--- config.mk ---
export PLATFORM = sky130hd
export DESIGN_NAME = power_good_and_turn_on_delay
export DESIGN_NICKNAME = d
export VERILOG_FILES = /design/src/include/pg_seq_pkg.sv /design/src/hw/power_good_and_turn_on_delay.sv
export VERILOG_INCLUDE_DIRS = /design/src /design/src/include
export SDC_FILE = /design/constraint.sdc
export NUM_CORES = 1
export LEC_CHECK = 0
export BUFFER_PORTS_ARGS = -buffer_cell sky130_fd_sc_hd__buf_2
export CAP_MARGIN = 20
export CORE_UTILIZATION = 41
export CTS_CLUSTER_DIAMETER = 100
export DETAILED_ROUTE_END_ITERATION = 8
export PLACE_DENSITY = 0.61
export RECOVER_POWER = 100
export SLEW_MARGIN = 20
export SYNTH_ARGS = -nofsm -noshare
export SYNTH_HDL_FRONTEND = slang
export SYNTH_SLANG_ARGS = --single-unit
--- constraint.sdc ---
create_clock -name clock -period 30 [get_ports clock]
set_input_delay 9 -clock clock [delete_from_list [all_inputs] [get_ports clock]]
set_output_delay 9 -clock clock [all_outputs]
set_load 0.05 [all_outputs]
--- src/include/pg_seq_defs.svh ---
// constants for power-good and turn-on delay sequencing
// How it works
// - power good sets above threshold, clears below limit
// - threshold is paged sixteen-bit unsigned protectable word
// - threshold resets to nine tenths of target
// - enable waits programmed delay before ramp
// - delay is paged linear-11 protectable word
// - delay resets to ca80, five milliseconds
// - ramp starts after enable and delay expiry
`ifndef PG_SEQ_DEFS_SVH
`define PG_SEQ_DEFS_SVH
`define OFS_POWER_GOOD_THRESHOLD 8'h5e
`define OFS_TURN_ON_DELAY        8'h60
`define TURN_ON_DELAY_RESET      16'hca80
`define EXP_MSB                  15
`define EXP_LSB                  11
`define MANT_MSB                 10
`define CLOCK_MHZ                250
`define CYCLES_PER_MS            (`CLOCK_MHZ * 1000)
`define MAX_DELAY_MS             5000
`define STRAP_SCALE_NUM          32'h9
`define STRAP_SCALE_DEN          32'ha
`endif

--- src/include/pg_seq_pkg.sv ---
// types for power-good and turn-on delay sequencing
package pg_seq_pkg;
  typedef enum logic [1:0] {
    st_off,
    st_wait,
    st_ramp
  } seq_state_t;
  typedef struct packed {
    logic [1:0][15:0] threshold;
    logic [1:0][15:0] delay;
    logic [1:0][1:0]  state;
    logic [1:0][31:0] count;
    logic [1:0]       power_good;
    logic [1:0]       ramp_start;
    logic [15:0]      read_data;
    logic             strap_loaded;
  } pg_state_t;
endpackage : pg_seq_pkg

--- src/hw/power_good_and_turn_on_delay.sv ---
// paged power-good detector and turn-on delay sequencer
`timescale 1ns/100ps
`default_nettype none
`include "pg_seq_defs.svh"
module power_good_and_turn_on_delay
  import pg_seq_pkg::*;
(
  input  wire logic             clock,
  input  wire logic             rst_n,
  input  wire logic             page,
  input  wire logic             write_strobe,
  input  wire logic [7:0]       command_code,
  input  wire logic [15:0]      write_data,
  input  wire logic             write_protect,
  input  wire logic [1:0][15:0] output_target_voltage,
  input  wire logic [1:0][15:0] output_undervolt_limit,
  input  wire logic [1:0][15:0] output_voltage,
  input  wire logic [1:0]       enable,
  output logic      [15:0]      read_data,
  output logic      [1:0]       power_good,
  output logic      [1:0]       ramp_start
);
  pg_state_t cur;
  pg_state_t next_cur;

  logic       write_allowed;
  logic       hit_threshold;
  logic       hit_delay;
  // write decode, one bit per page
  logic [1:0] write_threshold;
  logic [1:0] write_delay;
  logic [1:0] good_level;

  function automatic logic signed [4:0] delay_exponent(input logic [15:0] word);
    return word[`EXP_MSB:`EXP_LSB];
  endfunction : delay_exponent

  function automatic logic signed [10:0] delay_mantissa(input logic [15:0] word);
    return word[`MANT_MSB:0];
  endfunction : delay_mantissa

  // linear-11 delay in clock cycles, negative values clamp to zero
  function automatic logic [31:0] delay_cycles(input logic [15:0] word);
    logic signed [4:0]  exponent;
    logic signed [10:0] mantissa;
    logic [63:0]        cycles;
    logic [63:0]        ceiling;

    exponent = delay_exponent(word);
    mantissa = delay_mantissa(word);
    ceiling = 64'(`MAX_DELAY_MS) * 64'(`CYCLES_PER_MS);
    cycles = 64'h0;
    if (mantissa > 0) begin
      cycles = 64'(mantissa) * 64'(`CYCLES_PER_MS);
      // negative exponent divides, dropping the fraction
      if (exponent < 0) begin
        cycles = cycles >> (-exponent);
      end else begin
        cycles = cycles << exponent;
      end
      if (cycles > ceiling) begin
        cycles = ceiling;
      end
    end
    return cycles[31:0];
  endfunction : delay_cycles

  // strapped default, floor of nine tenths of the target
  function automatic logic [15:0] strap_threshold(input logic [15:0] target);
    logic [31:0] scaled;

    scaled = (32'(target) * `STRAP_SCALE_NUM) / `STRAP_SCALE_DEN;
    return scaled[15:0];
  endfunction : strap_threshold

  // set above threshold wins over clear below limit
  function automatic logic next_good(
    input logic        good,
    input logic [15:0] voltage,
    input logic [15:0] threshold,
    input logic [15:0] limit
  );
    logic result;

    result = good;
    if (voltage > threshold) begin
      result = 1'b1;
    end else if (voltage < limit) begin
      result = 1'b0;
    end
    return result;
  endfunction : next_good

  // register read mux, unknown codes read as zero
  function automatic logic [15:0] read_select(
    input logic [7:0]       code,
    input logic             sel,
    input logic [1:0][15:0] thresholds,
    input logic [1:0][15:0] delays
  );
    logic [15:0] value;

    value = 16'h0000;
    if (code == `OFS_POWER_GOOD_THRESHOLD) begin
      value = thresholds[sel];
    end else if (code == `OFS_TURN_ON_DELAY) begin
      value = delays[sel];
    end
    return value;
  endfunction : read_select

  // one page of the off, wait, ramp sequence
  function automatic void seq_step(
    input  logic        on,
    input  logic [1:0]  state_in,
    input  logic [31:0] count_in,
    input  logic [15:0] delay_word,
    output logic [1:0]  state_out,
    output logic [31:0] count_out,
    output logic        start_out
  );
    state_out = state_in;
    count_out = count_in;
    start_out = 1'b0;
    // enable low abandons a wait or ramp at once
    if (!on) begin
      state_out = st_off;
      count_out = 32'h0;
    end else begin
      unique case (seq_state_t'(state_in))
        st_off: begin
          // delay latched as the page is enabled
          state_out = st_wait;
          count_out = delay_cycles(delay_word);
        end
        st_wait: begin
          if (count_in == 32'h0) begin
            state_out = st_ramp;
            start_out = 1'b1;
          end else begin
            count_out = count_in - 32'h1;
          end
        end
        st_ramp: begin
          state_out = st_ramp;
        end
        default: begin
          state_out = st_off;
        end
      endcase
    end
  endfunction : seq_step

  // writes refused while protected or before strap load
  assign write_allowed = write_strobe && !write_protect && cur.strap_loaded;
  assign hit_threshold = (command_code == `OFS_POWER_GOOD_THRESHOLD);
  assign hit_delay     = (command_code == `OFS_TURN_ON_DELAY);

  // per-page write decode and power-good level
  for (genvar g = 0; g < 2; g++) begin : g_page
    assign write_threshold[g] = write_allowed && hit_threshold && (page == 1'(g));
    assign write_delay[g]     = write_allowed && hit_delay && (page == 1'(g));
    // set above threshold, clear below limit
    assign good_level[g]      = next_good(cur.power_good[g], output_voltage[g],
                                          cur.threshold[g], output_undervolt_limit[g]);
  end

  always_comb begin
    next_cur = cur;

    if (!cur.strap_loaded) begin
      for (int p = 0; p < 2; p++) begin
        next_cur.threshold[p] = strap_threshold(output_target_voltage[p]);
      end
      next_cur.strap_loaded = 1'b1;
    end

    // read back one cycle after the code
    next_cur.read_data = read_select(command_code, page, cur.threshold, cur.delay);

    for (int p = 0; p < 2; p++) begin
      if (write_threshold[p]) begin
        next_cur.threshold[p] = write_data;
      end
      if (write_delay[p]) begin
        next_cur.delay[p] = write_data;
      end
      if (cur.strap_loaded) begin
        next_cur.power_good[p] = good_level[p];
      end
      seq_step(enable[p], cur.state[p], cur.count[p], cur.delay[p],
               next_cur.state[p], next_cur.count[p], next_cur.ramp_start[p]);
    end
  end

  always_ff @(posedge clock) begin
    if (!rst_n) begin
      cur <= '0;
      cur.delay <= {`TURN_ON_DELAY_RESET, `TURN_ON_DELAY_RESET};
    end else begin
      cur <= next_cur;
    end
  end

  // outputs straight from the state register
  assign read_data  = cur.read_data;
  assign power_good = cur.power_good;
  assign ramp_start = cur.ramp_start;
endmodule : power_good_and_turn_on_delay
`default_nettype wire

; Word level (Yosys, flattened, before mapping)
; Cells that the tools add are included.
[classes]
n_div = 2
magnitude_cmp = 11
shifts = 4
n_addsub = 4
n_bitwise = 1
n_reduce_logical = 25
multipliers = 4
eq_ne = 12
muxes = 36
[ops]
columns = operator, n
row1 = 2-to-1 mux 64 bit, 8
row2 = 2-to-1 mux 32 bit, 7
row3 = greater-than comparator 64 x 31 -> 1 bit (second input constant), 2
row4 = 2-to-1 mux 16 bit, 8
row5 = case mux 32 bit (2 select lines), 2
row6 = left shift 64 x 5 -> 64 bit, 2
row7 = right shift 64 x 5 -> 64 bit, 2
row8 = divider 20 x 4 -> 32 bit (second input constant), 2
row9 = zero test 32 bit, 2
row10 = subtractor 32 x 1 -> 32 bit (second input constant), 2
row11 = multiplier 11 x 15 -> 26 bit (second input constant), 2
row12 = multiplier 16 x 4 -> 20 bit (second input constant), 2
row13 = greater-than comparator 16 bit, 2
row14 = less-than comparator 16 bit, 2
row15 = greater-than comparator 11 x 1 -> 1 bit (second input constant), 2
row16 = == test 8 x 7 -> 1 bit (second input constant), 2
row17 = case mux 2 bit (3 select lines), 2
row18 = AND reduction 2 bit, 6
row19 = less-than comparator 5 x 1 -> 1 bit (second input constant), 2
row20 = negator 5 bit, 2
row21 = logical AND 1 bit, 8
row22 = inequality test 2 bit (second input constant), 4
row23 = nonzero test 2 bit, 4
row24 = 2-to-1 mux 1 bit, 7
row25 = 9 further kinds, 15
[word_totals]
wordCells = 113
input_bits = 127
reg_bits = 153
output_inout_bits = 20

; Logic depth before layout (Yosys ltp)
[depth]
word_depth = 10
ltp_mapped = 35
ltp_nobuf = 32

; Worst setup path before layout
; No wires, ideal clock.
[synth_path]
path_type = in2reg
from = input output_target_voltage[17] (netlist name)
to = register cur[137] (netlist name)
setup_slack_ps = 13532
t_required_ps = 29867
setup_time_ps = 133
path_buffers = 4
path_stages = 33
t_arrival_ps = 16335
path_cell_list = ha_1 > ha_1 > fa_1 > a21oi_1 > o211ai_1 > a211oi_2 > nor3_1 > clkbuf_1 > o2111a_1 > o311a_1 > or2_1 > a221o_1 > a211oi_1 > a2111oi_2 > o32ai_2 > buf_6 > a211oi_2 > nor3_4 > buf_6 > nand2_1 > o211ai_1 > mux2i_2 > clkbuf_1 > nor2_1 > a22oi_2 > nand4_4 > xnor2_1 > nor2b_1 > a211oi_1 > mux2i_4 > a22o_1 > a2111oi_0 > o41ai_1
[synth_via]
elab_chain_len = 4
[synth_rtl]
columns = element, line_no
row1 = from (decl), power_good_and_turn_on_delay.sv:15  ; input wire logic [1:0][15:0] output_target_voltage,
row2 = multiplier 16 x 4 -> 20 bit (no line), --
row3 = divider 20 x 4 -> 32 bit (no line), --
row4 = 2-to-1 mux 32 bit, power_good_and_turn_on_delay.sv:171  ; if (!cur.strap_loaded) begin
row5 = 2-to-1 mux 16 bit, power_good_and_turn_on_delay.sv:182  ; if (write_threshold[p]) begin
row6 = to (signal assigned), power_good_and_turn_on_delay.sv:201  ; cur <= next_cur;
row7 = to (decl), power_good_and_turn_on_delay.sv:23  ; pg_state_t cur;
; Every way passes these cells. The select of a mux whose other input is x is not followed.
; A chain may end at the register's enable or synchronous reset.

; Final worst setup path
; Same ends and word-level chain as after synthesis.

==> flow_summary_export.csv <==
group,metric,value,unit
setup_path,startpoint_type,"input port",
sta,slew_violations,106,
final_layout,final_cells,4735,
setup_path,path_common_cell,"o211ai_1",
setup_path,worstPathArrival,21.00,ns
sta,worst_slew_pin_slew,3.20,ns
synthesis,yosysSeqAreaShare,11.1,%
detailed_routing,drt_iter0_drc,3089,
sta,hold_viol,0,
detailed_routing,avgRoutedWirePerCell,19.1,µm
floorplan,ios,147,
power_and_ir_drop,p_sw,0.938,mW
detailed_routing,viasPerCell,6.15,
synthesis,synth.top_cell.area_share,12.8,%
sta,setup_viol_count_final,0,
synthesis,netlist_area,27700,µm²
global_routing,grt_usage,26.1,%
synthesis,synthTopCellsByArea,"ha_1 (13%), dfxtp_1 (11%), nand2_1 (5.6%)",
power_and_ir_drop,p_total,1.79,mW
sta,fin_setup_tns,0,ns
placement,placed_cells,4702,
placement,placed_cell_area,28800,µm²
synthesis,yosys_register_bits,153,
sta,rsz0062_at_grt,"false",
clock_network,clock-sinks,153,
outcome,violations,"capacitance limit, slew limit",
global_routing,overflow,0,
detailed_routing,ant_nets,0,
hold_path,hold_class,"reg -> reg",
setup_path,cp_max_fo,17,
power_and_ir_drop,cellLeakagePower,12.5,nW
power_and_ir_drop,power_frac_seq,13.6,%
setup_path,crit_slowest_cell,"nor3_1",
global_routing,first_global_vias,26592,
final_layout,final_cell_mix,"nand2_1 (411), nor2_1 (319), a21oi_1 (301)",
setup_path,cp_top_family,"simple AND/OR/NAND/NOR gates",
synthesis,synth.distinct_cells,111,
power_and_ir_drop,clkPwrFrac,12.9,%
floorplan,core_area,66200,µm²
sta,finalCriticalPeriod,20.63,ns
setup_path,required,30.37,ns
clock_network,ctsHoldBuffers,0,
floorplan,die_y,262,µm
sta,fin_ws,9.37,ns
setup_path,r2r_cells,30,
synthesis,synth_edf_count,0,
setup_path,cp-end-kind,"flop",
placement,place.port_buffers,146,
clock_network,clock_latency,0.48,ns
sta,maxSlewHeadroom,-113,%
global_routing,grt_antenna_before_repair,6,
detailed_routing,drc,0,
setup_path,r2r_setup_slack,19.57,ns
sta,fin_crit_sh,68.8,%
detailed_routing,wirelength,90300,µm
clock_network,path_clk_slew,0.06,ns
clock_network,postCtsSetupBuffers,0,
final_layout,stdcell_area,29300,µm²
final_layout,fin_nets,4336,
clock_network,cts_resized,0,
hold_path,hp-start,"cur[86]",
floorplan,die_area,68500,µm²
placement,dpl.hpwl,70000,µm
power_and_ir_drop,p_sw_share,52.5,%
floorplan,dieWidth,262,µm
setup_path,crit_buf_inv,1,
final_layout,fill_cells,6923,
clock_network,h-tree-depth,4,
setup_path,crit-reg2reg-launch,"cur[107]",
setup_path,r2r_end,"cur[71]",
clock_network,clockBufferDepth,2,
sta,max_clock_freq,48.5,MHz
synthesis,postSynthAreaPerCell,7.10,µm²
final_layout,fin_util,44.2,%
synthesis,yosys_warnings,0,
power_and_ir_drop,p_per_area,61.0,nW/µm²
final_layout,final_layout_size_suffix_gt1_share,7.88,%
synthesis,syn_nets,4374,
hold_path,hold_depth,2,
synthesis,netlist.top_cell.by_area,"ha_1",
detailed_routing,routed-via-count,29138,
clock_network,numCtsBuffers,17,
setup_path,max_stage_delay,1.66,ns
synthesis,synthArstFlopShare,0,%
final_layout,syn_to_final_growth,5.89,%
power_and_ir_drop,combPwrFrac,73.6,%
final_layout,layout_commonest_cell,"nand2_1",
outcome,status,"finished with violations",
power_and_ir_drop,internal_power,0.850,mW
floorplan,initial_core_util,41.8,%
global_routing,grt_pass1_wl,145000,µm
sta,whs,0.451,ns
clock_network,cts_tree,"done",
flow_run,max_cap_violations,3,
power_and_ir_drop,vdd_ir_drop_max,118,µV
detailed_routing,first_pass_iters,6,
synthesis,syn_inst,3895,
clock_network,cts_root_buffer,"clkbuf_16",
sta,clock_skew,0.00796,ns
placement,pre_cts_ws,11.36,ns
setup_path,critPathKind,"in -> reg",
global_routing,grt_max_degree,75,
floorplan,rows,94,
synthesis,yosys_most_used_dff,"dfxtp_1",
placement,gp_congestion,0.992,
hold_path,hold_end,"cur[86]",
power groups by stage:
stage | clock, mW | combinational, mW | sequential (mW)
floorplan | 0 | 1.13 | 0.237
global placement | 0 | 1.35 | 0.245
detailed placement | 0 | 1.35 | 0.246
CTS | 0.235 | 1.36 | 0.242
global route | 0.244 | 1.46 | 0.244
finish | 0.230 | 1.32 | 0.242
area by class of cell:
| cell class | count | area, µm² | area share (%) |
|---|---|---|---|
| multi-input cells | 3230 | 22500 | 76.8 |
| flip-flops and latches | 153 | 3070 | 10.5 |
| well taps | 864 | 1080 | 3.69 |
| repair buffers | 194 | 1050 | 3.59 |
| inverters | 261 | 980 | 3.35 |
| clock buffers | 19 | 433 | 1.48 |
| clock inverters | 13 | 171 | 0.585 |
| diodes | 1 | 2.50 | 0.00854 |
worst reg2reg max path: cells and delay by family (launching register included):
family,cells,cell delay [ns]
AOI/OAI and AO/OA,16,4.48
adders and majority gates,6,2.41
buffers and inverters,4,0.78
DFF,1,0.75
and+or+nand+nor,4,1.89
synth_stat cells (all sizes together), types with 14 or more instances:
library cell / n
nand2b: 38
mux2i: 129
nor2: 320
ha: 284
nor3: 120
nand4: 38
nand2: 411
xnor2: 64
a21oi: 301
inv: 259
dfxtp: 153
mux2: 24
a31oi: 53
o31a: 18
a21boi: 51
a211oi: 73
and3: 19
nor4: 35
a2111oi: 14
a221oi: 20
or2: 29
a221o: 15
a21o: 47
o21ai: 293
fa: 68
o22ai: 48
xor2: 25
or3: 35
nand3: 108
o31ai: 29
buf: 58
and2: 72
o211ai: 55
o21a: 42
clkbuf: 193
nor2b: 36
a311oi: 14
a22oi: 44
o2111ai: 15
worst max path at each step:
stage,end,slack [ns],start,cells past startpoint
final,cur[137],9.37,output_target_voltage[17],29
after global routing,cur[137],8.19,output_target_voltage[17],29
after CTS,cur[137],11.87,output_target_voltage[18],28
after detailed placement,cur[137],11.36,output_target_voltage[18],28
after global placement,cur[137],11.50,output_target_voltage[18],29
after floorplan,cur[137],13.53,output_target_voltage[17],33
per-layer routing:
layer | global-route usage, % | vias up | part of all wire [%]
li1 | - | 14287 | -
met1 | 36.2 | 13638 | 46
met2 | 41.3 | 1070 | 44
met3 | 3.96 | 139 | 6.9
met4 | 7.77 | 4 | 2.6
met5 | 0 | - | 0.028
state kept, by name (all words and copies together) (netlist names):
register,flops
power_good,2
cur,133
ramp_start,2
read_data,16
kinds of logic after synthesis:
kind of cell | count (synthesis) | share of synthesized area, %
AOI/OAI and AO/OA | 1304 | 31.4
xor gates and xnor gates | 89 | 2.85
adders and majority gates | 354 | 17.8
buffers and inverters | 512 | 7.41
DFF | 153 | 11.1
muxes | 162 | 6.50
and+or+nand+nor | 1321 | 22.9
No activity file was read; power rests on OpenSTA's default activity.
